===== src/design/icgc_pkg.sv =====
// Purpose: shared constants and types for the clock generator core
// Assumes: 25 MHz system clock, 8-bit register port
// Notes: thresholds are base clock periods counted in system cycles
package icgc_pkg;

    // register port
    localparam int ADDR_W = 4;
    localparam int DATA_W = 8;
    localparam logic [ADDR_W-1:0] ADDR_CTRL = 4'h0;
    localparam logic [ADDR_W-1:0] ADDR_MULT = 4'h1;
    localparam logic [ADDR_W-1:0] ADDR_CFG = 4'h2;
    localparam logic [ADDR_W-1:0] ADDR_STAT = 4'h3;
    localparam logic [ADDR_W-1:0] ADDR_DIVC = 4'h4;
    localparam logic [ADDR_W-1:0] ADDR_STGC = 4'h5;

    // control register fields
    localparam int CTRL_INT_ON = 0;
    localparam int CTRL_EXT_ON = 1;
    localparam int CTRL_SRC_EXT = 2;
    // configuration register fields
    localparam int CFG_RUN_STOP = 0;
    localparam int CFG_EXT_OK = 1;
    localparam int CFG_XTAL_OK = 2;
    // status register fields
    localparam int STAT_STABLE = 0;
    localparam int STAT_INT_EN = 1;
    localparam int STAT_EXT_EN = 2;
    localparam int STAT_STOP = 3;
    localparam int STAT_VALID = 4;

    // reset values
    localparam logic [DATA_W-1:0] CTRL_RST = 8'h01;
    localparam logic [DATA_W-1:0] MULT_RST = 8'h01;
    localparam logic [DATA_W-1:0] CFG_RST = 8'h00;
    localparam logic [11:0] LOOP_RST = 12'h9ff;

    // loop value limits and corrections
    localparam logic [11:0] LOOP_MAX_VALID = 12'h9ff;
    localparam logic [11:0] LOOP_TOP = 12'hfff;
    localparam logic [3:0] DIV_SLOWEST = 4'h9;
    localparam logic [11:0] CORR_FINE = 12'h001;
    localparam logic [11:0] CORR_MID = 12'h008;
    localparam logic [11:0] CORR_COARSE = 12'h020;

    // oscillator phase step: step = top - value * scale
    localparam logic [16:0] DCO_STEP_TOP = 17'h10000;
    localparam logic [16:0] DCO_STEP_SCALE = 17'h00019;

    // frequencies
    localparam longint CLK_FREQ_HZ = 25000000;
    localparam longint NOM_FREQ_DHZ = 3072000; // 307.2 kHz in 0.1 Hz
    localparam longint BUS_STEP_DHZ = 768000; // 76.8 kHz in 0.1 Hz

    // period counter and band thresholds (cycles per base period)
    localparam int PER_W = 10;
    localparam logic [PER_W-1:0] PER_MAX = 10'h3ff;
    localparam logic [PER_W-1:0] PER_ONE = 10'h001;
    localparam logic [PER_W-1:0] CMP_TH85 =
        PER_W'((CLK_FREQ_HZ * 1000) / (NOM_FREQ_DHZ * 85));
    localparam logic [PER_W-1:0] CMP_TH95 =
        PER_W'((CLK_FREQ_HZ * 1000) / (NOM_FREQ_DHZ * 95));
    localparam logic [PER_W-1:0] CMP_TH100 =
        PER_W'((CLK_FREQ_HZ * 1000) / (NOM_FREQ_DHZ * 100));
    localparam logic [PER_W-1:0] CMP_TH105 =
        PER_W'((CLK_FREQ_HZ * 1000) / (NOM_FREQ_DHZ * 105));
    localparam logic [PER_W-1:0] CMP_TH115 =
        PER_W'((CLK_FREQ_HZ * 1000) / (NOM_FREQ_DHZ * 115));

    // error band, named by the correction it asks for
    typedef enum logic [5:0] {
        BAND_SUB32 = 6'b000001,
        BAND_SUB8 = 6'b000010,
        BAND_SUB1 = 6'b000100,
        BAND_ADD1 = 6'b001000,
        BAND_ADD8 = 6'b010000,
        BAND_ADD32 = 6'b100000
    } icgc_band_e;

endpackage


===== src/design/icgc_cmp_if.sv =====
// Purpose: link between loop filter and frequency comparator
// Assumes: one clock domain
// Notes: valid is a one-cycle pulse per completed base period
`timescale 1ns/10ps
interface icgc_cmp_if;
    import icgc_pkg::*;
    logic base;
    logic enable;
    logic valid;
    icgc_band_e band;
    modport meas (input base, input enable, output valid, output band);
    modport filt (output base, output enable, input valid, input band);
endinterface


===== src/design/icgc_freq_cmp.sv =====
// Purpose: measure base clock period and classify its error band
// Assumes: base is a level from a flop on the same clock
// Notes: first edge after enable only starts a measurement
`timescale 1ns/10ps
module icgc_freq_cmp (
    input wire logic clk_in,
    input wire logic resetn_in,
    icgc_cmp_if.meas cmp
);
    import icgc_pkg::*;

    logic base_d_r;
    logic seen_r;
    logic [PER_W-1:0] per_r;
    logic valid_r;
    icgc_band_e band_r;
    icgc_band_e band_nxt;
    logic rise;

    assign rise = cmp.base & ~base_d_r;
    assign cmp.valid = valid_r;
    assign cmp.band = band_r;

    // period compared against nominal thresholds
    always_comb begin
        if (per_r > CMP_TH85) begin
            band_nxt = BAND_SUB32;
        end else if (per_r > CMP_TH95) begin
            band_nxt = BAND_SUB8;
        end else if (per_r > CMP_TH100) begin
            band_nxt = BAND_SUB1;
        end else if (per_r > CMP_TH105) begin
            band_nxt = BAND_ADD1;
        end else if (per_r > CMP_TH115) begin
            band_nxt = BAND_ADD8;
        end else begin
            band_nxt = BAND_ADD32;
        end
    end

    always_ff @(posedge clk_in or negedge resetn_in) begin
        if (!resetn_in) begin
            base_d_r <= 1'b0;
            seen_r <= 1'b0;
            per_r <= '0;
            valid_r <= 1'b0;
            band_r <= BAND_ADD1;
        end else if (!cmp.enable) begin
            base_d_r <= 1'b0;
            seen_r <= 1'b0;
            per_r <= '0;
            valid_r <= 1'b0;
        end else begin
            base_d_r <= cmp.base;
            valid_r <= rise & seen_r;
            if (rise) begin
                seen_r <= 1'b1;
                per_r <= PER_ONE;
                if (seen_r) begin
                    band_r <= band_nxt;
                end
            end else if (per_r != PER_MAX) begin
                per_r <= per_r + PER_ONE;
            end
        end
    end

endmodule // icgc_freq_cmp


===== src/design/icgc_core.sv =====
// Purpose: enable, internal generation and selection of generator clocks
// Assumes: single 25 MHz clock; clock outputs are flop levels
// Notes: registers reached over a plain strobe port
// Behaviour
// - bus clock is a quarter of oscillator clock, half of generator clock
// - stop mode with run-in-stop clear asserts generator stop
// - run-in-stop set keeps clocks running and stop deasserted
// - internal enable equals internal on bit and not stop
// - internal enable off holds internal and base clocks low
// - external enable equals external on bit and not stop; clock low else
// - external on bit cannot be set unless external clock allowed
// - oscillator input port disabled whenever external on bit set
// - oscillator output port disabled when external on and crystal allowed
// - base clock is internal clock divided by multiplier factor
// - multiplier of zero or one passes internal clock straight through
// - oscillator period set by eight-bit stage and four-bit divider fields
// - loop value valid only from zero to 9FF
// - stable base clock regulated to 307.2 kHz nominal
// - base clock compared with nominal, result feeds loop filter
// - software selects internal or external bus source, 76.8 kHz steps
// - timebase clock taken from external clock whenever available
// - filter adds or subtracts 1, 8 or 32 by error band
// - stable flag set when error under five percent
// - divider field A to F acts as nine, the slowest
//
// Our own choices: the placing of the registers and the plain strobed port.
`timescale 1ns/10ps
module icgc_core (
    input wire logic CLK_IN,
    input wire logic RESETN_IN,
    input wire logic [icgc_pkg::ADDR_W-1:0] ADDR_IN,
    input wire logic [icgc_pkg::DATA_W-1:0] WDATA_IN,
    input wire logic WR_IN,
    input wire logic RD_IN,
    output logic [icgc_pkg::DATA_W-1:0] RDATA_OUT,
    input wire logic STOP_MODE_IN,
    input wire logic EXT_CLK_PIN_IN,
    output logic GEN_STOP_OUT,
    output logic INT_GEN_EN_OUT,
    output logic EXT_GEN_EN_OUT,
    output logic OSC_IN_PORT_EN_OUT,
    output logic OSC_OUT_PORT_EN_OUT,
    output logic INT_CLK_OUT,
    output logic EXT_CLK_OUT,
    output logic BASE_CLK_OUT,
    output logic OSC_OUT_CLK_OUT,
    output logic GEN_OUT_CLK_OUT,
    output logic BUS_CLK_OUT,
    output logic TIMEBASE_CLK_OUT,
    output logic FILTER_STABLE_OUT,
    output logic [3:0] DIV_CTRL_OUT,
    output logic [7:0] STAGE_CTRL_OUT
);
    import icgc_pkg::*;

    // software state
    logic int_on_r;
    logic ext_on_r;
    logic src_ext_r;
    logic [DATA_W-1:0] mult_r;
    logic run_stop_r;
    logic ext_ok_r;
    logic xtal_ok_r;
    logic [DATA_W-1:0] rdata_r;
    logic [DATA_W-1:0] rd_mux;

    // enables
    logic gen_stop_r;
    logic gen_stop_nxt;
    logic int_en_r;
    logic ext_en_r;
    logic in_port_en_r;
    logic out_port_en_r;

    // oscillator and divider
    logic [11:0] loop_r;
    logic [11:0] loop_nxt;
    logic [3:0] div_eff;
    logic [11:0] loop_eff;
    logic [16:0] step;
    logic [16:0] acc_r;
    logic [17:0] acc_sum;
    logic internal_clock_r;
    logic internal_clock_nxt;
    logic internal_clock_rise;
    logic [DATA_W-1:0] div_cnt_r;
    logic [DATA_W-1:0] div_cnt_nxt;
    logic base_r;
    logic stable_r;
    logic loop_valid_r;

    // external path and selection
    logic ext_s1_r;
    logic ext_s2_r;
    logic external_clock_r;
    logic osc_r;
    logic osc_sel;
    logic osc_rise;
    logic gen_r;
    logic gen_rise;
    logic bus_r;
    logic tb_r;

    icgc_cmp_if cmp ();

    icgc_freq_cmp u_cmp (
        .clk_in(CLK_IN),
        .resetn_in(RESETN_IN),
        .cmp(cmp.meas)
    );

    assign cmp.base = base_r;
    assign cmp.enable = int_en_r;

    // control register writes
    always_ff @(posedge CLK_IN or negedge RESETN_IN) begin
        if (!RESETN_IN) begin
            int_on_r <= CTRL_RST[CTRL_INT_ON];
            ext_on_r <= CTRL_RST[CTRL_EXT_ON];
            src_ext_r <= CTRL_RST[CTRL_SRC_EXT];
        end else if (WR_IN && ADDR_IN == ADDR_CTRL) begin
            int_on_r <= WDATA_IN[CTRL_INT_ON];
            ext_on_r <= WDATA_IN[CTRL_EXT_ON] & ext_ok_r;
            src_ext_r <= WDATA_IN[CTRL_SRC_EXT];
        end
    end

    // multiplier register
    always_ff @(posedge CLK_IN or negedge RESETN_IN) begin
        if (!RESETN_IN) begin
            mult_r <= MULT_RST;
        end else if (WR_IN && ADDR_IN == ADDR_MULT) begin
            mult_r <= WDATA_IN;
        end
    end

    // configuration register
    always_ff @(posedge CLK_IN or negedge RESETN_IN) begin
        if (!RESETN_IN) begin
            run_stop_r <= CFG_RST[CFG_RUN_STOP];
            ext_ok_r <= CFG_RST[CFG_EXT_OK];
            xtal_ok_r <= CFG_RST[CFG_XTAL_OK];
        end else if (WR_IN && ADDR_IN == ADDR_CFG) begin
            run_stop_r <= WDATA_IN[CFG_RUN_STOP];
            ext_ok_r <= WDATA_IN[CFG_EXT_OK];
            xtal_ok_r <= WDATA_IN[CFG_XTAL_OK];
        end
    end

    // read data, valid only in the cycle after the strobe
    always_comb begin
        rd_mux = '0;
        case (ADDR_IN)
            ADDR_CTRL: begin
                rd_mux[CTRL_INT_ON] = int_on_r;
                rd_mux[CTRL_EXT_ON] = ext_on_r;
                rd_mux[CTRL_SRC_EXT] = src_ext_r;
            end
            ADDR_MULT: begin
                rd_mux = mult_r;
            end
            ADDR_CFG: begin
                rd_mux[CFG_RUN_STOP] = run_stop_r;
                rd_mux[CFG_EXT_OK] = ext_ok_r;
                rd_mux[CFG_XTAL_OK] = xtal_ok_r;
            end
            ADDR_STAT: begin
                rd_mux[STAT_STABLE] = stable_r;
                rd_mux[STAT_INT_EN] = int_en_r;
                rd_mux[STAT_EXT_EN] = ext_en_r;
                rd_mux[STAT_STOP] = gen_stop_r;
                rd_mux[STAT_VALID] = loop_valid_r;
            end
            ADDR_DIVC: begin
                rd_mux[3:0] = loop_r[11:8];
            end
            ADDR_STGC: begin
                rd_mux = loop_r[7:0];
            end
            default: begin
                rd_mux = '0;
            end
        endcase
    end

    always_ff @(posedge CLK_IN or negedge RESETN_IN) begin
        if (!RESETN_IN) begin
            rdata_r <= '0;
        end else if (RD_IN) begin
            rdata_r <= rd_mux;
        end else begin
            rdata_r <= '0;
        end
    end

    // stop and generator enables
    assign gen_stop_nxt = STOP_MODE_IN & ~run_stop_r;

    always_ff @(posedge CLK_IN or negedge RESETN_IN) begin
        if (!RESETN_IN) begin
            gen_stop_r <= 1'b0;
            int_en_r <= 1'b0;
            ext_en_r <= 1'b0;
        end else begin
            gen_stop_r <= gen_stop_nxt;
            int_en_r <= int_on_r & ~gen_stop_nxt;
            ext_en_r <= ext_on_r & ~gen_stop_nxt;
        end
    end

    // port enables ignore stop
    always_ff @(posedge CLK_IN or negedge RESETN_IN) begin
        if (!RESETN_IN) begin
            in_port_en_r <= 1'b1;
            out_port_en_r <= 1'b1;
        end else begin
            in_port_en_r <= ~ext_on_r;
            out_port_en_r <= ~(ext_on_r & xtal_ok_r);
        end
    end

    // oscillator period from divider and stage fields
    assign div_eff = (loop_r[11:8] > DIV_SLOWEST) ?
        DIV_SLOWEST : loop_r[11:8];
    assign loop_eff = {div_eff, loop_r[7:0]};
    assign step = DCO_STEP_TOP - 17'(17'(loop_eff) * DCO_STEP_SCALE);
    assign acc_sum = {1'b0, acc_r} + {1'b0, step};
    assign internal_clock_nxt = acc_sum[17] ? ~internal_clock_r : internal_clock_r;
    assign internal_clock_rise = acc_sum[17] & ~internal_clock_r;

    always_ff @(posedge CLK_IN or negedge RESETN_IN) begin
        if (!RESETN_IN) begin
            acc_r <= '0;
            internal_clock_r <= 1'b0;
        end else if (!int_en_r) begin
            acc_r <= '0;
            internal_clock_r <= 1'b0;
        end else begin
            acc_r <= acc_sum[16:0];
            internal_clock_r <= internal_clock_nxt;
        end
    end

    // modulo n divider
    assign div_cnt_nxt = (div_cnt_r >= mult_r - 8'h01) ?
        8'h00 : div_cnt_r + 8'h01;

    always_ff @(posedge CLK_IN or negedge RESETN_IN) begin
        if (!RESETN_IN) begin
            div_cnt_r <= '0;
            base_r <= 1'b0;
        end else if (!int_en_r) begin
            div_cnt_r <= '0;
            base_r <= 1'b0;
        end else if (mult_r <= 8'h01) begin
            div_cnt_r <= '0;
            base_r <= internal_clock_nxt;
        end else if (internal_clock_rise) begin
            div_cnt_r <= div_cnt_nxt;
            base_r <= div_cnt_nxt < (mult_r >> 1);
        end
    end

    // loop filter, one correction per comparison
    always_comb begin
        loop_nxt = loop_r;
        case (cmp.band)
            BAND_SUB32: begin
                loop_nxt = (loop_r < CORR_COARSE) ?
                    12'h000 : loop_r - CORR_COARSE;
            end
            BAND_SUB8: begin
                loop_nxt = (loop_r < CORR_MID) ?
                    12'h000 : loop_r - CORR_MID;
            end
            BAND_SUB1: begin
                loop_nxt = (loop_r < CORR_FINE) ?
                    12'h000 : loop_r - CORR_FINE;
            end
            BAND_ADD1: begin
                loop_nxt = (loop_r > LOOP_TOP - CORR_FINE) ?
                    LOOP_TOP : loop_r + CORR_FINE;
            end
            BAND_ADD8: begin
                loop_nxt = (loop_r > LOOP_TOP - CORR_MID) ?
                    LOOP_TOP : loop_r + CORR_MID;
            end
            BAND_ADD32: begin
                loop_nxt = (loop_r > LOOP_TOP - CORR_COARSE) ?
                    LOOP_TOP : loop_r + CORR_COARSE;
            end
            default: begin
                loop_nxt = loop_r;
            end
        endcase
    end

    always_ff @(posedge CLK_IN or negedge RESETN_IN) begin
        if (!RESETN_IN) begin
            loop_r <= LOOP_RST;
        end else if (cmp.valid) begin
            loop_r <= loop_nxt;
        end
    end

    // stable flag and range check
    always_ff @(posedge CLK_IN or negedge RESETN_IN) begin
        if (!RESETN_IN) begin
            stable_r <= 1'b0;
        end else if (!int_en_r) begin
            stable_r <= 1'b0;
        end else if (cmp.valid) begin
            stable_r <= (cmp.band == BAND_SUB1) ||
                (cmp.band == BAND_ADD1);
        end
    end

    always_ff @(posedge CLK_IN or negedge RESETN_IN) begin
        if (!RESETN_IN) begin
            loop_valid_r <= 1'b1;
        end else begin
            loop_valid_r <= loop_r <= LOOP_MAX_VALID;
        end
    end

    // external clock pin synchroniser
    always_ff @(posedge CLK_IN or negedge RESETN_IN) begin
        if (!RESETN_IN) begin
            ext_s1_r <= 1'b0;
            ext_s2_r <= 1'b0;
        end else begin
            ext_s1_r <= EXT_CLK_PIN_IN;
            ext_s2_r <= ext_s1_r;
        end
    end

    always_ff @(posedge CLK_IN or negedge RESETN_IN) begin
        if (!RESETN_IN) begin
            external_clock_r <= 1'b0;
        end else begin
            external_clock_r <= ext_s2_r & ext_en_r;
        end
    end

    // source select and bus dividers
    assign osc_sel = (src_ext_r && ext_en_r) ? external_clock_r : internal_clock_r;
    assign osc_rise = osc_sel & ~osc_r;
    assign gen_rise = osc_rise & ~gen_r;

    always_ff @(posedge CLK_IN or negedge RESETN_IN) begin
        if (!RESETN_IN) begin
            osc_r <= 1'b0;
            gen_r <= 1'b0;
            bus_r <= 1'b0;
        end else begin
            osc_r <= osc_sel;
            if (osc_rise) begin
                gen_r <= ~gen_r;
            end
            if (gen_rise) begin
                bus_r <= ~bus_r;
            end
        end
    end

    // timebase source
    always_ff @(posedge CLK_IN or negedge RESETN_IN) begin
        if (!RESETN_IN) begin
            tb_r <= 1'b0;
        end else begin
            tb_r <= ext_en_r ? external_clock_r : internal_clock_r;
        end
    end

    assign RDATA_OUT = rdata_r;
    assign GEN_STOP_OUT = gen_stop_r;
    assign INT_GEN_EN_OUT = int_en_r;
    assign EXT_GEN_EN_OUT = ext_en_r;
    assign OSC_IN_PORT_EN_OUT = in_port_en_r;
    assign OSC_OUT_PORT_EN_OUT = out_port_en_r;
    assign INT_CLK_OUT = internal_clock_r;
    assign EXT_CLK_OUT = external_clock_r;
    assign BASE_CLK_OUT = base_r;
    assign OSC_OUT_CLK_OUT = osc_r;
    assign GEN_OUT_CLK_OUT = gen_r;
    assign BUS_CLK_OUT = bus_r;
    assign TIMEBASE_CLK_OUT = tb_r;
    assign FILTER_STABLE_OUT = stable_r;
    assign DIV_CTRL_OUT = loop_r[11:8];
    assign STAGE_CTRL_OUT = loop_r[7:0];

endmodule // icgc_core


===== config.mk =====
export PLATFORM = sky130hd
export DESIGN_NAME = icgc_core
export DESIGN_NICKNAME = d
export VERILOG_FILES = /design/src/design/icgc_pkg.sv /design/src/design/icgc_cmp_if.sv /design/src/design/icgc_freq_cmp.sv /design/src/design/icgc_core.sv
export SDC_FILE = /design/constraint.sdc
export NUM_CORES = 1
export LEC_CHECK = 0
export BUFFER_PORTS_ARGS = -buffer_cell sky130_fd_sc_hd__buf_2
export CAP_MARGIN = 30
export CORE_ASPECT_RATIO = 0.6
export CORE_UTILIZATION = 63
export DETAILED_ROUTE_END_ITERATION = 8
export PLACE_DENSITY = 0.9
export SYNTH_ARGS = -nofsm -noshare
export SYNTH_HDL_FRONTEND = slang
export SYNTH_HIERARCHICAL = 1
export SYNTH_SLANG_ARGS = --single-unit
export TNS_END_PERCENT = 100

===== constraint.sdc =====
create_clock -name CLK_IN -period 7.2 [get_ports CLK_IN]
set_input_delay 0.36 -clock CLK_IN [delete_from_list [all_inputs] [get_ports CLK_IN]]
set_output_delay 0.36 -clock CLK_IN [all_outputs]
set_load 0.02 [all_outputs]

==> results.md, run 1 <==
* 1st-pass router iterations at 5
* Clock slew at reported path FFs at about 0.070 ns
* Post-Syn Instances at 921
* RSZ-0062 raised after global routing: false
* Placed Cells at approximately 1100
* Worst setup path start: loop_r[3]
* Die W at around 150 um
* Placer Congestion at ~1
* Worst r2r src: loop_r[3]
* Post-DP HPWL at ~17000 um
* Simple-gate area share of the yosys netlist at 0.215
* Max Fclk at between 0.1 and 0.15 GHz
* Crit path arrival time at about 7 ns
* Largest family of logic cells by synthesized area: simple AND/OR/NAND/NOR gates
* Hold_ws at ~0.11 ns
* Power consumption at 1.36 mW
* Post-layout util at 0.711
* Critical Path Most Common Cell: ha_1
* Period utilization at 0.931
* Yosys reg bits at 94
* Post-synth EDFFs at 0
* DRC Markers at 0
* Starting Density at 0.656
* CTS tree: built
* DR vias at about 7200
* Maxcap violations at 0
* Synth cell types at between 80 and 90
* Fillers at 930
* Port bufs at 50
* Layout cells sized above 1 at 0.127
* WP data required at ~7.5 ns
* Sequential-to-total area share from yosys stat at 0.295
* Netlist Area Pre-Place at between 8000 and 9000 um2
* Initial antenna violation count at 0
* Mux cell area share after synthesis at 0.0428
* CTS sink count at 94
* Internal power of the cells at 0.914 mW
* NetSw at 0.441 mW
* Worst-skew pair later-pin latency at 0.35 ns
* CTS Buffer Depth at 2
* Largest net degree at the start of global routing at 72
* Final WL at 22300 um
* Crit path largest cell delay at 0.75 ns
* R2R depth at 25
* DRT iter0 DRCs at 641
* Slew HR at 0.320
* Vias in the first global route at 6509
* Leakage power at roughly 4.1 nW
* YS warnings at 6
* Proportion of power drawn by flip-flops and latches at 0.454
* Net Sw Frac at 0.326
* Setup TNS at 0 ns
* Area share of xor/xnor cells in the synthesized design at 0.0479
* Synth Area in Compound Gates at 0.172
* Synth Area in Adders at 0.177
* Critical path type: reg -> reg
* Site Rows at 31
* Setup Skew at approximately 0.0094 ns
* Tightest Pin Transition at about 1.0 ns
* Slew Limit Fails at 0
* FFs w/ async S/R, synth at 1.00
* Min-Delay Path Class: in -> reg
* Mapped Nets at between 1000 and 1500
* N_diodes at 0
* # resized after CTS at 0
* Number of CTS-inserted buffers at 9
* Detail Route Antenna Nets at 0
* Root buf cell: clkbuf_16
* CORE AREA at approximately 12000 um2
* CTS H-tree lvls at 3
* Io pins at roughly 50
* Logic pwr share at 0.198
* First-pass GRT wire length at approximately 36000 um
* Vias per cell at 6.38
* GRT Overall Usage at 0.350
* Non-Filler Instances at roughly 1100
* CP max stage cell: dfstp_2
* Avg Cell Area, Syn at slightly below 9 um2
* Crit start category: flop
* Overflow left after global routing at 0
* Fin. Hold Viols at 0
* Worst vdd ir at approximately 0.13 mV
* Final min period at roughly 6.7 ns
* Worst setup EP type: flop
* Die height at 89.5 um
* Main synth FF type: dfrtp_1
* Nets at between 1000 and 1500
* Area added between synthesis and finish at 8.45%
* Die Area at about 13000 um2
* Final setup vio count at 0
* Routed wire per std cell at slightly below 20 um
* Status: finished clean
* Clock Power Share at 0.348
* Hold Path Stages at 1
* Worst Hold Launch: EXT_CLK_PIN_IN
* Worst-path fanout max at 15
* Pwr/cell area at about 160 nW/um2
cell families after synthesis:
| kind of cell | count (synthesis) |
|---|---|
| buffers and inverters | 103 |
| DFF | 94 |
| adders and majority gates | 103 |
| muxes | 31 |
| and+or+nand+nor | 338 |
| AOI/OAI and AO/OA | 208 |
| xor gates and xnor gates | 44 |
worst max-delay path: cells and delay by family, from the launching register on:
family	cells	cell delay (ns)
buffers and inverters	3	0.48
AO/OA/AOI/OAI	10	2.00
XOR/XNOR	1	0.09
flip-flops	1	0.75
AND/OR/NAND/NOR	5	0.93
adder cells (fa/ha/maj)	6	2.39
metrics by stage:
| step | cell area [um2] | worst slack, ns |
|---|---|---|
| finish | 8720 | 0.494 |
| detailed placement | 8430 | 0.762 |
| CTS | 8720 | 0.737 |
| floorplan | 8040 | 1.39 |
| global route | 8720 | 0.0925 |
| global placement | 8430 | 1.08 |
worst paths after layout:
kind                                endpoint  slack, ns
worst max-delay path            BASE_CLK_OUT       0.49
worst min-delay path                ext_s1_r       0.11
worst max register to register  BASE_CLK_OUT       0.49
worst min register to register      ext_s2_r       0.35
max in group asynchronous           acc_r[5]       5.52
min in group asynchronous          loop_r[9]       0.44
synth_stat cells (4+ instances only):
cell | number | area (um2)
a2111oi_0 | 6 | 52.6
nand2_1 | 83 | 312
a21oi_1 | 54 | 270
nand2b_1 | 14 | 87.6
o21a_1 | 4 | 30.0
nor2_1 | 86 | 323
a211oi_1 | 4 | 30.0
a22oi_1 | 8 | 60.1
nand3_1 | 24 | 120
or4_1 | 4 | 30.0
nor4b_1 | 4 | 35.0
mux2i_1 | 13 | 130
xnor2_1 | 31 | 272
and2_1 | 13 | 81.3
and3_1 | 12 | 75.1
nand3b_1 | 6 | 45.0
o41ai_1 | 4 | 35.0
a21o_1 | 9 | 67.6
nor2b_1 | 20 | 125
dfstp_2 | 16 | 420
o21ai_0 | 39 | 195
a221oi_1 | 6 | 52.6
o31ai_1 | 7 | 52.6
o22ai_1 | 11 | 68.8
ha_1 | 84 | 1050
nand4_1 | 13 | 81.3
xor2_1 | 13 | 114
or3_1 | 7 | 43.8
buf_1 | 4 | 15.0
a31oi_1 | 11 | 68.8
clkbuf_1 | 19 | 71.3
inv_1 | 74 | 278
mux2_2 | 16 | 180
o211ai_1 | 8 | 60.1
nor3_1 | 28 | 140
dfrtp_1 | 78 | 1950
fa_1 | 18 | 360
final cells by class:
| type | instances | area, um2 | area share |
|---|---|---|---|
| clock buffer | 10 | 229 | 0.0263 |
| clock inverter | 6 | 53.8 | 0.00617 |
| inverter | 76 | 287 | 0.0329 |
| multi-input combinational | 724 | 5260 | 0.604 |
| sequential | 94 | 2370 | 0.272 |
| tap | 165 | 206 | 0.0237 |
| timing repair buffer | 57 | 308 | 0.0353 |
state kept, by name (all words and copies together), names as in the netlist, 6 cells and up:
register        flops
acc_r              17
loop_r             12
u_cmp/per_r        10
RDATA_OUT           8
div_cnt_r           8
mult_r              8
u_cmp/cmp.band      6
per-layer routing:
metal  track usage  part of all wire  up-vias
met5             0                 0        -
li1              -                 -     3368
met4        0.0759             0.013        0
met1         0.525              0.47     3426
met3        0.0872              0.11       36
met2         0.505              0.40      397
cells in the final DEF (no fill, tap or decap), types with 8 or more instances in the layout:
cell type and instances:
nand2b_1 14, a21oi_1 54, a22oi_1 8, and3_1 12, nand3_1 24, nor2b_1 20
a31oi_1 11, ha_1 84, o22ai_1 11, a21o_1 9, mux2i_1 13, xor2_1 13
o21ai_0 39, and2_1 13, nand2_1 83, xnor2_1 31, nor3_1 28, dfrtp_1 78
nand4_1 13, dfstp_2 16, nor2_1 86, fa_1 18, mux2_2 16, buf_2 49
o211ai_1 8, clkbuf_16 9, inv_1 74
repair_timing:
item                                   in CTS  in global routing
endpoints found under the hold margin      17                  0
hold buffers                                1                  0
buffers inserted                            0                  0
power by group through the flow:
stage / Clock [mW] / Combinational [mW] / Sequential (mW)
after floorplan: 0 / 0.161 / 0.633
after global placement: 0 / 0.253 / 0.621
after detailed placement: 0 / 0.262 / 0.622
after CTS: 0.482 / 0.266 / 0.614
after global routing: 0.500 / 0.299 / 0.622
final: 0.472 / 0.268 / 0.616
(Power assumes the default switching activity.)
==> run 2: changes to the inputs <==
==> constraint.sdc (replaced) <==
create_clock -name CLK_IN -period 7.2 [get_ports CLK_IN]
set_input_delay 1.08 -clock CLK_IN [delete_from_list [all_inputs] [get_ports CLK_IN]]
set_output_delay 1.08 -clock CLK_IN [all_outputs]
set_load 0.02 [all_outputs]
==> run 2 against run 1 <==
Wire length is 0.12% lower; global-route usage hardly changed; die area stayed put; sequential power hardly changed; sequential share of layout area hardly changed; final cell count hardly changed; combinational power hardly changed; count of clock-buffer cells in the layout stayed put; critical path type unchanged; via count is 0.26% lower; fmax is 0.46% higher; first-iteration DRC count is 18% higher; clock power hardly changed.
==> results.md, run 2 (synthesis results as in run 1) <==
* Hold EP: ext_s2_r
* Non-Filler Instances at roughly 1100
* Post-layout util at 0.711
* Clock slew at reported path FFs at about 0.08 ns
* N_diodes at 0
* WL met1 at 10500 um
* Nets at 1081
* Critical path type: reg -> reg
* Post-DP Area at around 8400 um2
* Worst vdd ir at ~0.13 mV
* Period utilization at 0.927
* 1st-pass router iterations at 7
* Reg2reg setup slack at 0.52 ns
* Site Rows at 31
* Area added between synthesis and finish at 8.33%
* GRT Overall Usage at 0.350
* Routed wire per std cell at approximately 20 um
* Worst-skew pair later-pin latency at ~0.36 ns
* Tightest Pin Transition at 0.975 ns
* R2R depth at 25
* Maxcap violations at 0
* CORE AREA at around 12000 um2
* Hold Path Stages at 0
* CTS H-tree lvls at 3
* Cts hold-fix bufs at 0
* # resized after CTS at 0
* Slew Limit Fails at 0
* Worst-path fanout max at 15
* Fin area at 8710 um2
* Overflow left after global routing at 0
* Post-CTS Setup Repair Bufs at 0
* CTS tree: built
* First-pass GRT wire length at roughly 36000 um
* DR vias at just over 7000
* Reg2reg end: BASE_CLK_OUT
* WP data required at about 7.5 ns
* Port bufs at 50
* DRT iter0 DRCs at 758
* Placed Cells at roughly 1100
* Post-DP HPWL at between 15000 and 20000 um
* Final WL at 22200 um
* Io pins at slightly above 50
* Power consumption at 1.36 mW
* Max Fclk at approximately 0.15 GHz
* Worst setup EP type: flop
* Slew HR at 0.341
* Die Area at about 13000 um2
* Placer Congestion at roughly 1.0
* Root buf cell: clkbuf_16
* Min-Delay Path Class: reg -> reg
* Final min period at between 6 and 7 ns
* Starting Density at 0.656
* Pwr/cell area at 156 nW/um2
* RSZ-0062 raised after global routing: false
* Commonest non-fill, non-tap cell in the layout: nor2_1
* Vias per cell at 6.37
* Worst r2r src: loop_r[3]
* Status: finished clean
* Setup TNS at 0 ns
* Final setup vio count at 0
* CTS Buffer Depth at 2
* Largest net degree at the start of global routing at 72
* Setup Skew at between 0.01 and 0.015 ns
* Crit start category: flop
* Leakage power at slightly above 4 nW
* Max reg flops at 17
* Biggest register: acc_r
* Met3 wire len at around 2400 um
* Worst Hold Launch: ext_s1_r
* Vias in the first global route at about 6500
* Crit path arrival time at around 7 ns
* Number of CTS-inserted buffers at 9
* Top Registers: acc_r: 17 flops, loop_r: 12 flops, u_cmp/per_r: 10 flops
* Layout cells sized above 1 at 0.127
* Die height at a little under 90 um
* Die W at around 150 um
* Routed length on met2 at slightly above 9000 um
* Detail Route Antenna Nets at 0
* Fin. Hold Viols at 0
* Initial antenna violation count at 0
* Top Layer Used: met4
* CTS sink count at 94
* DRC Markers at 0
* Most frequent cells in the layout: nor2_1 (86), ha_1 (84), nand2_1 (83), dfrtp_1 (78), inv_1 (74)
==> run 2: cell count changes in the layout (fill, tap and decap cells not counted), sizes merged <==
cell / previous run / this run
dlygate4sd3: 1 / 0
==> run 2: critical path: stages, from the launching register on <==
cell	delay, ns
dfstp_2	0.74
inv_1	0.20
ha_1	0.38
fa_1	0.48
fa_1	0.52
inv_1	0.04
ha_1	0.34
a21oi_1	0.13
o21ai_1	0.12
a21o_1	0.20
a21oi_1	0.17
xnor2_1	0.09
ha_1	0.34
o21ai_0	0.15
nor2_1	0.18
nor2_1	0.09
and3_1	0.18
a311oi_1	0.50
a31oi_1	0.18
o21bai_1	0.28
ha_1	0.33
clkinv_1	0.25
nor4_1	0.36
a311oi_1	0.15
nor2_1	0.12
o21a_1	0.11
==> run 2: cell type report <==
cell class,count,area [um2]
Tap cell,165,206
Fill cell,929,3550
Sequential cell,94,2370
Clock buffer,10,229
Multi-Input combinational cell,724,5260
Inverter,76,287
Timing Repair Buffer,56,298
Clock inverter,6,53.8
==> run 2: per-stage QoR <==
| stage | setup WS, ns | hold WS, ns |
|---|---|---|
| 6_report | 0.525 | 0.355 |
| 4_1_cts | 0.737 | 0.360 |
| 3_5_place_dp | 0.762 | 0.335 |
| 2_1_floorplan | 1.39 | 0.331 |
| 3_3_place_gp | 1.08 | 0.332 |
| 5_1_grt | 0.0925 | 0.386 |
==> run 2: power breakdown <==
part / switching (mW) / total (mW) / leakage [nW] / internal (mW)
Sequential: 0.0438 / 0.616 / 1.22 / 0.572
Clock: 0.232 / 0.473 / 0.136 / 0.241
Combinational: 0.167 / 0.268 / 2.70 / 0.101
Total: 0.442 / 1.36 / 4.06 / 0.914
==> run 2: worst max-delay path by stage <==
stage	start	to	depth (start not counted)
after global routing	loop_r[3]	BASE_CLK_OUT	25
after floorplan	loop_r[3]	BASE_CLK_OUT	26
final	loop_r[3]	BASE_CLK_OUT	25
after CTS	loop_r[5]	BASE_CLK_OUT	26
after detailed placement	loop_r[3]	BASE_CLK_OUT	25
after global placement	loop_r[3]	BASE_CLK_OUT	25
==> run 2: per-layer routing <==
layer  GRT usage  vias to the layer above
met5           0                        -
met4      0.0759                        0
met3      0.0872                       31
met2       0.505                      386
met1       0.525                     3430
li1            -                     3361
==> run 3: changes to the inputs <==
--- a/config.mk
+++ b/config.mk
@@ -5,7 +5,7 @@
 export SDC_FILE = /design/constraint.sdc
 export NUM_CORES = 1
 export LEC_CHECK = 0
-export BUFFER_PORTS_ARGS = -buffer_cell sky130_fd_sc_hd__buf_2
+export BUFFER_PORTS_ARGS = -buffer_cell sky130_fd_sc_hd__buf_4
 export CAP_MARGIN = 30
 export CORE_ASPECT_RATIO = 0.6
 export CORE_UTILIZATION = 63
==> run 3 against run 2 <==
Die area did not move; clock power rose by 22%; critical path depth rose by 1; total power rose by 9.3%; clock skew rose by 0.0012 ns; non-clock buffer count rose by 1; first-iteration DRC count rose by 0.79%; combinational power rose by 7%; final cell count barely moved; register-to-register slack improved by 0.16 ns; worst setup slack improved by 0.16 ns; sequential share of layout area fell by 0.59 points.
==> results.md, run 3 (synthesis results as in run 1) <==
* Grt met1 use at 0.525
* Post-CTS Setup Repair Bufs at 0
* Setup Skew at ~0.011 ns
* CTS Buffer Depth at 2
* Placed Cells at between 1000 and 1500
* Area added between synthesis and finish at 10.7%
* Vias per cell at about 6.5
* Fillers at between 900 and 1000
* Slew Limit Fails at 0
* Setup TNS at 0 ns
* Pwr/cell area at 167 nW/um2
* Die W at between 100 and 150 um
* Fin area at 8900 um2
* Root buf cell: clkbuf_16
* Fin. Hold Viols at 0
* # resized after CTS at 0
* Crit start category: flop
* CTS tree: built
* Hold EP: ext_s2_r
* Top Registers: acc_r: 17 flops, loop_r: 12 flops, u_cmp/per_r: 10 flops
* Max reg flops at 17
* Reg2reg setup slack at ~0.68 ns
* Reg2reg end: BASE_CLK_OUT
* WP data required at 7.50 ns
* Period utilization at 0.906
* Met3 Usage GRT at 0.0883
* Slew HR at 0.373
* GRT Overall Usage at 0.364
* Maxcap violations at 0
* First-pass GRT wire length at 36500 um
* Global-route layer with the greatest usage: met2
* Status: finished clean
* Crit path arrival time at 6.82 ns
* Biggest register: acc_r
* Worst r2r src: loop_r[5]
* Min-Delay Path Class: reg -> reg
* Hold_ws at between 0.3 and 0.4 ns
* Worst vdd ir at around 0.11 mV
* Number of CTS-inserted buffers at 9
* Largest net degree at the start of global routing at 69
* Power consumption at between 1 and 1.5 mW
* Initial antenna violation count at 0
* Worst-path fanout max at 12
* Layout cells sized above 1 at 0.128
* Overflow left after global routing at 0
* Routed wire per std cell at roughly 20 um
* 1st-pass router iterations at 7
* Final WS setup at roughly 0.68 ns
* RSZ-0062 raised after global routing: false
* Post-DP HPWL at approximately 17000 um
* Met2 Use GR at 0.546
* Port bufs at 50
* Site Rows at 31
* Hold Path Stages at 0
* Max Fclk at 0.153 GHz
* Nets at about 1100
* Cts hold-fix bufs at 0
* Most frequent cells in the layout: nor2_1 (86), ha_1 (84), nand2_1 (83), dfrtp_1 (78), inv_1 (74)
* N_diodes at 0
* Pre-CTS setup slack at roughly 0.91 ns
* DR vias at about 7400
* Clock slew at reported path FFs at roughly 0.080 ns
* Die Area at roughly 13000 um2
* Final WL at about 23000 um
* Tightest Pin Transition at 0.940 ns
* Non-Filler Instances at approximately 1100
* Worst Hold Launch: ext_s1_r
* Leakage power at about 4.1 nW
* CTS sink count at between 90 and 100
* DRC Markers at 0
* Worst setup EP type: flop
* CORE AREA at roughly 12000 um2
* Final setup vio count at 0
* Post-layout util at 0.726
* Die height at slightly below 90 um
* Post-DP Area at ~8500 um2
* Io pins at 51
* Worst-skew pair later-pin latency at 0.36 ns
* Critical path type: reg -> reg
* Commonest non-fill, non-tap cell in the layout: nor2_1
* Placer Congestion at about 1.0
* DRT iter0 DRCs at 764
* Detail Route Antenna Nets at 0
* CTS H-tree lvls at 3
* Vias in the first global route at about 6800
* R2R depth at 26
* Final min period at approximately 6.5 ns
* Starting Density at 0.656
run 3: worst max path at each step:
| stage | start | end | slack, ns | cells after the start |
|---|---|---|---|---|
| 6_report | loop_r[5] | BASE_CLK_OUT | 0.68 | 26 |
| 5_1_grt | loop_r[5] | BASE_CLK_OUT | 0.22 | 26 |
| 4_1_cts | loop_r[5] | BASE_CLK_OUT | 0.85 | 26 |
| 3_5_place_dp | loop_r[4] | BASE_CLK_OUT | 0.91 | 25 |
| 3_3_place_gp | loop_r[1] | BASE_CLK_OUT | 1.20 | 25 |
| 2_1_floorplan | loop_r[3] | BASE_CLK_OUT | 1.39 | 26 |
run 3: critical path: stages, from the launching register on:
cell	delay [ns]
dfstp_2	0.70
inv_1	0.23
ha_1	0.36
inv_1	0.08
fa_1	0.55
inv_1	0.06
fa_1	0.50
inv_1	0.04
ha_1	0.36
a21oi_1	0.16
nor2b_1	0.06
a41oi_1	0.22
nand2b_1	0.09
a21oi_1	0.18
xnor2_1	0.09
ha_1	0.32
o21a_1	0.14
nor2_1	0.05
a311oi_1	0.52
a31oi_1	0.16
o21bai_1	0.26
ha_1	0.33
clkinv_1	0.27
nor4_1	0.35
a311oi_1	0.14
nor2_1	0.12
o21a_1	0.11
run 3: where the power goes:
| group | internal [mW] | leakage (nW) | total [mW] | switching (mW) |
|---|---|---|---|---|
| clock | 0.344 | 0.165 | 0.575 | 0.231 |
| sequential | 0.572 | 1.22 | 0.621 | 0.0489 |
| combinational | 0.113 | 2.72 | 0.287 | 0.174 |
| total | 1.03 | 4.11 | 1.48 | 0.454 |
run 3: per-layer routing:
metal	share of wire	up-vias
met2	0.43	424
met5	0	-
met4	0.020	0
met3	0.11	53
li1	-	3373
met1	0.45	3558
run 3: cell type report:
class	count	area [um2]	area share
multi-input combinational	724	5260	0.591
clock buffer	10	229	0.0257
sequential	94	2370	0.267
clock inverter	6	118	0.0132
timing repair buffer	57	425	0.0478
inverter	76	287	0.0322
tap	165	206	0.0232
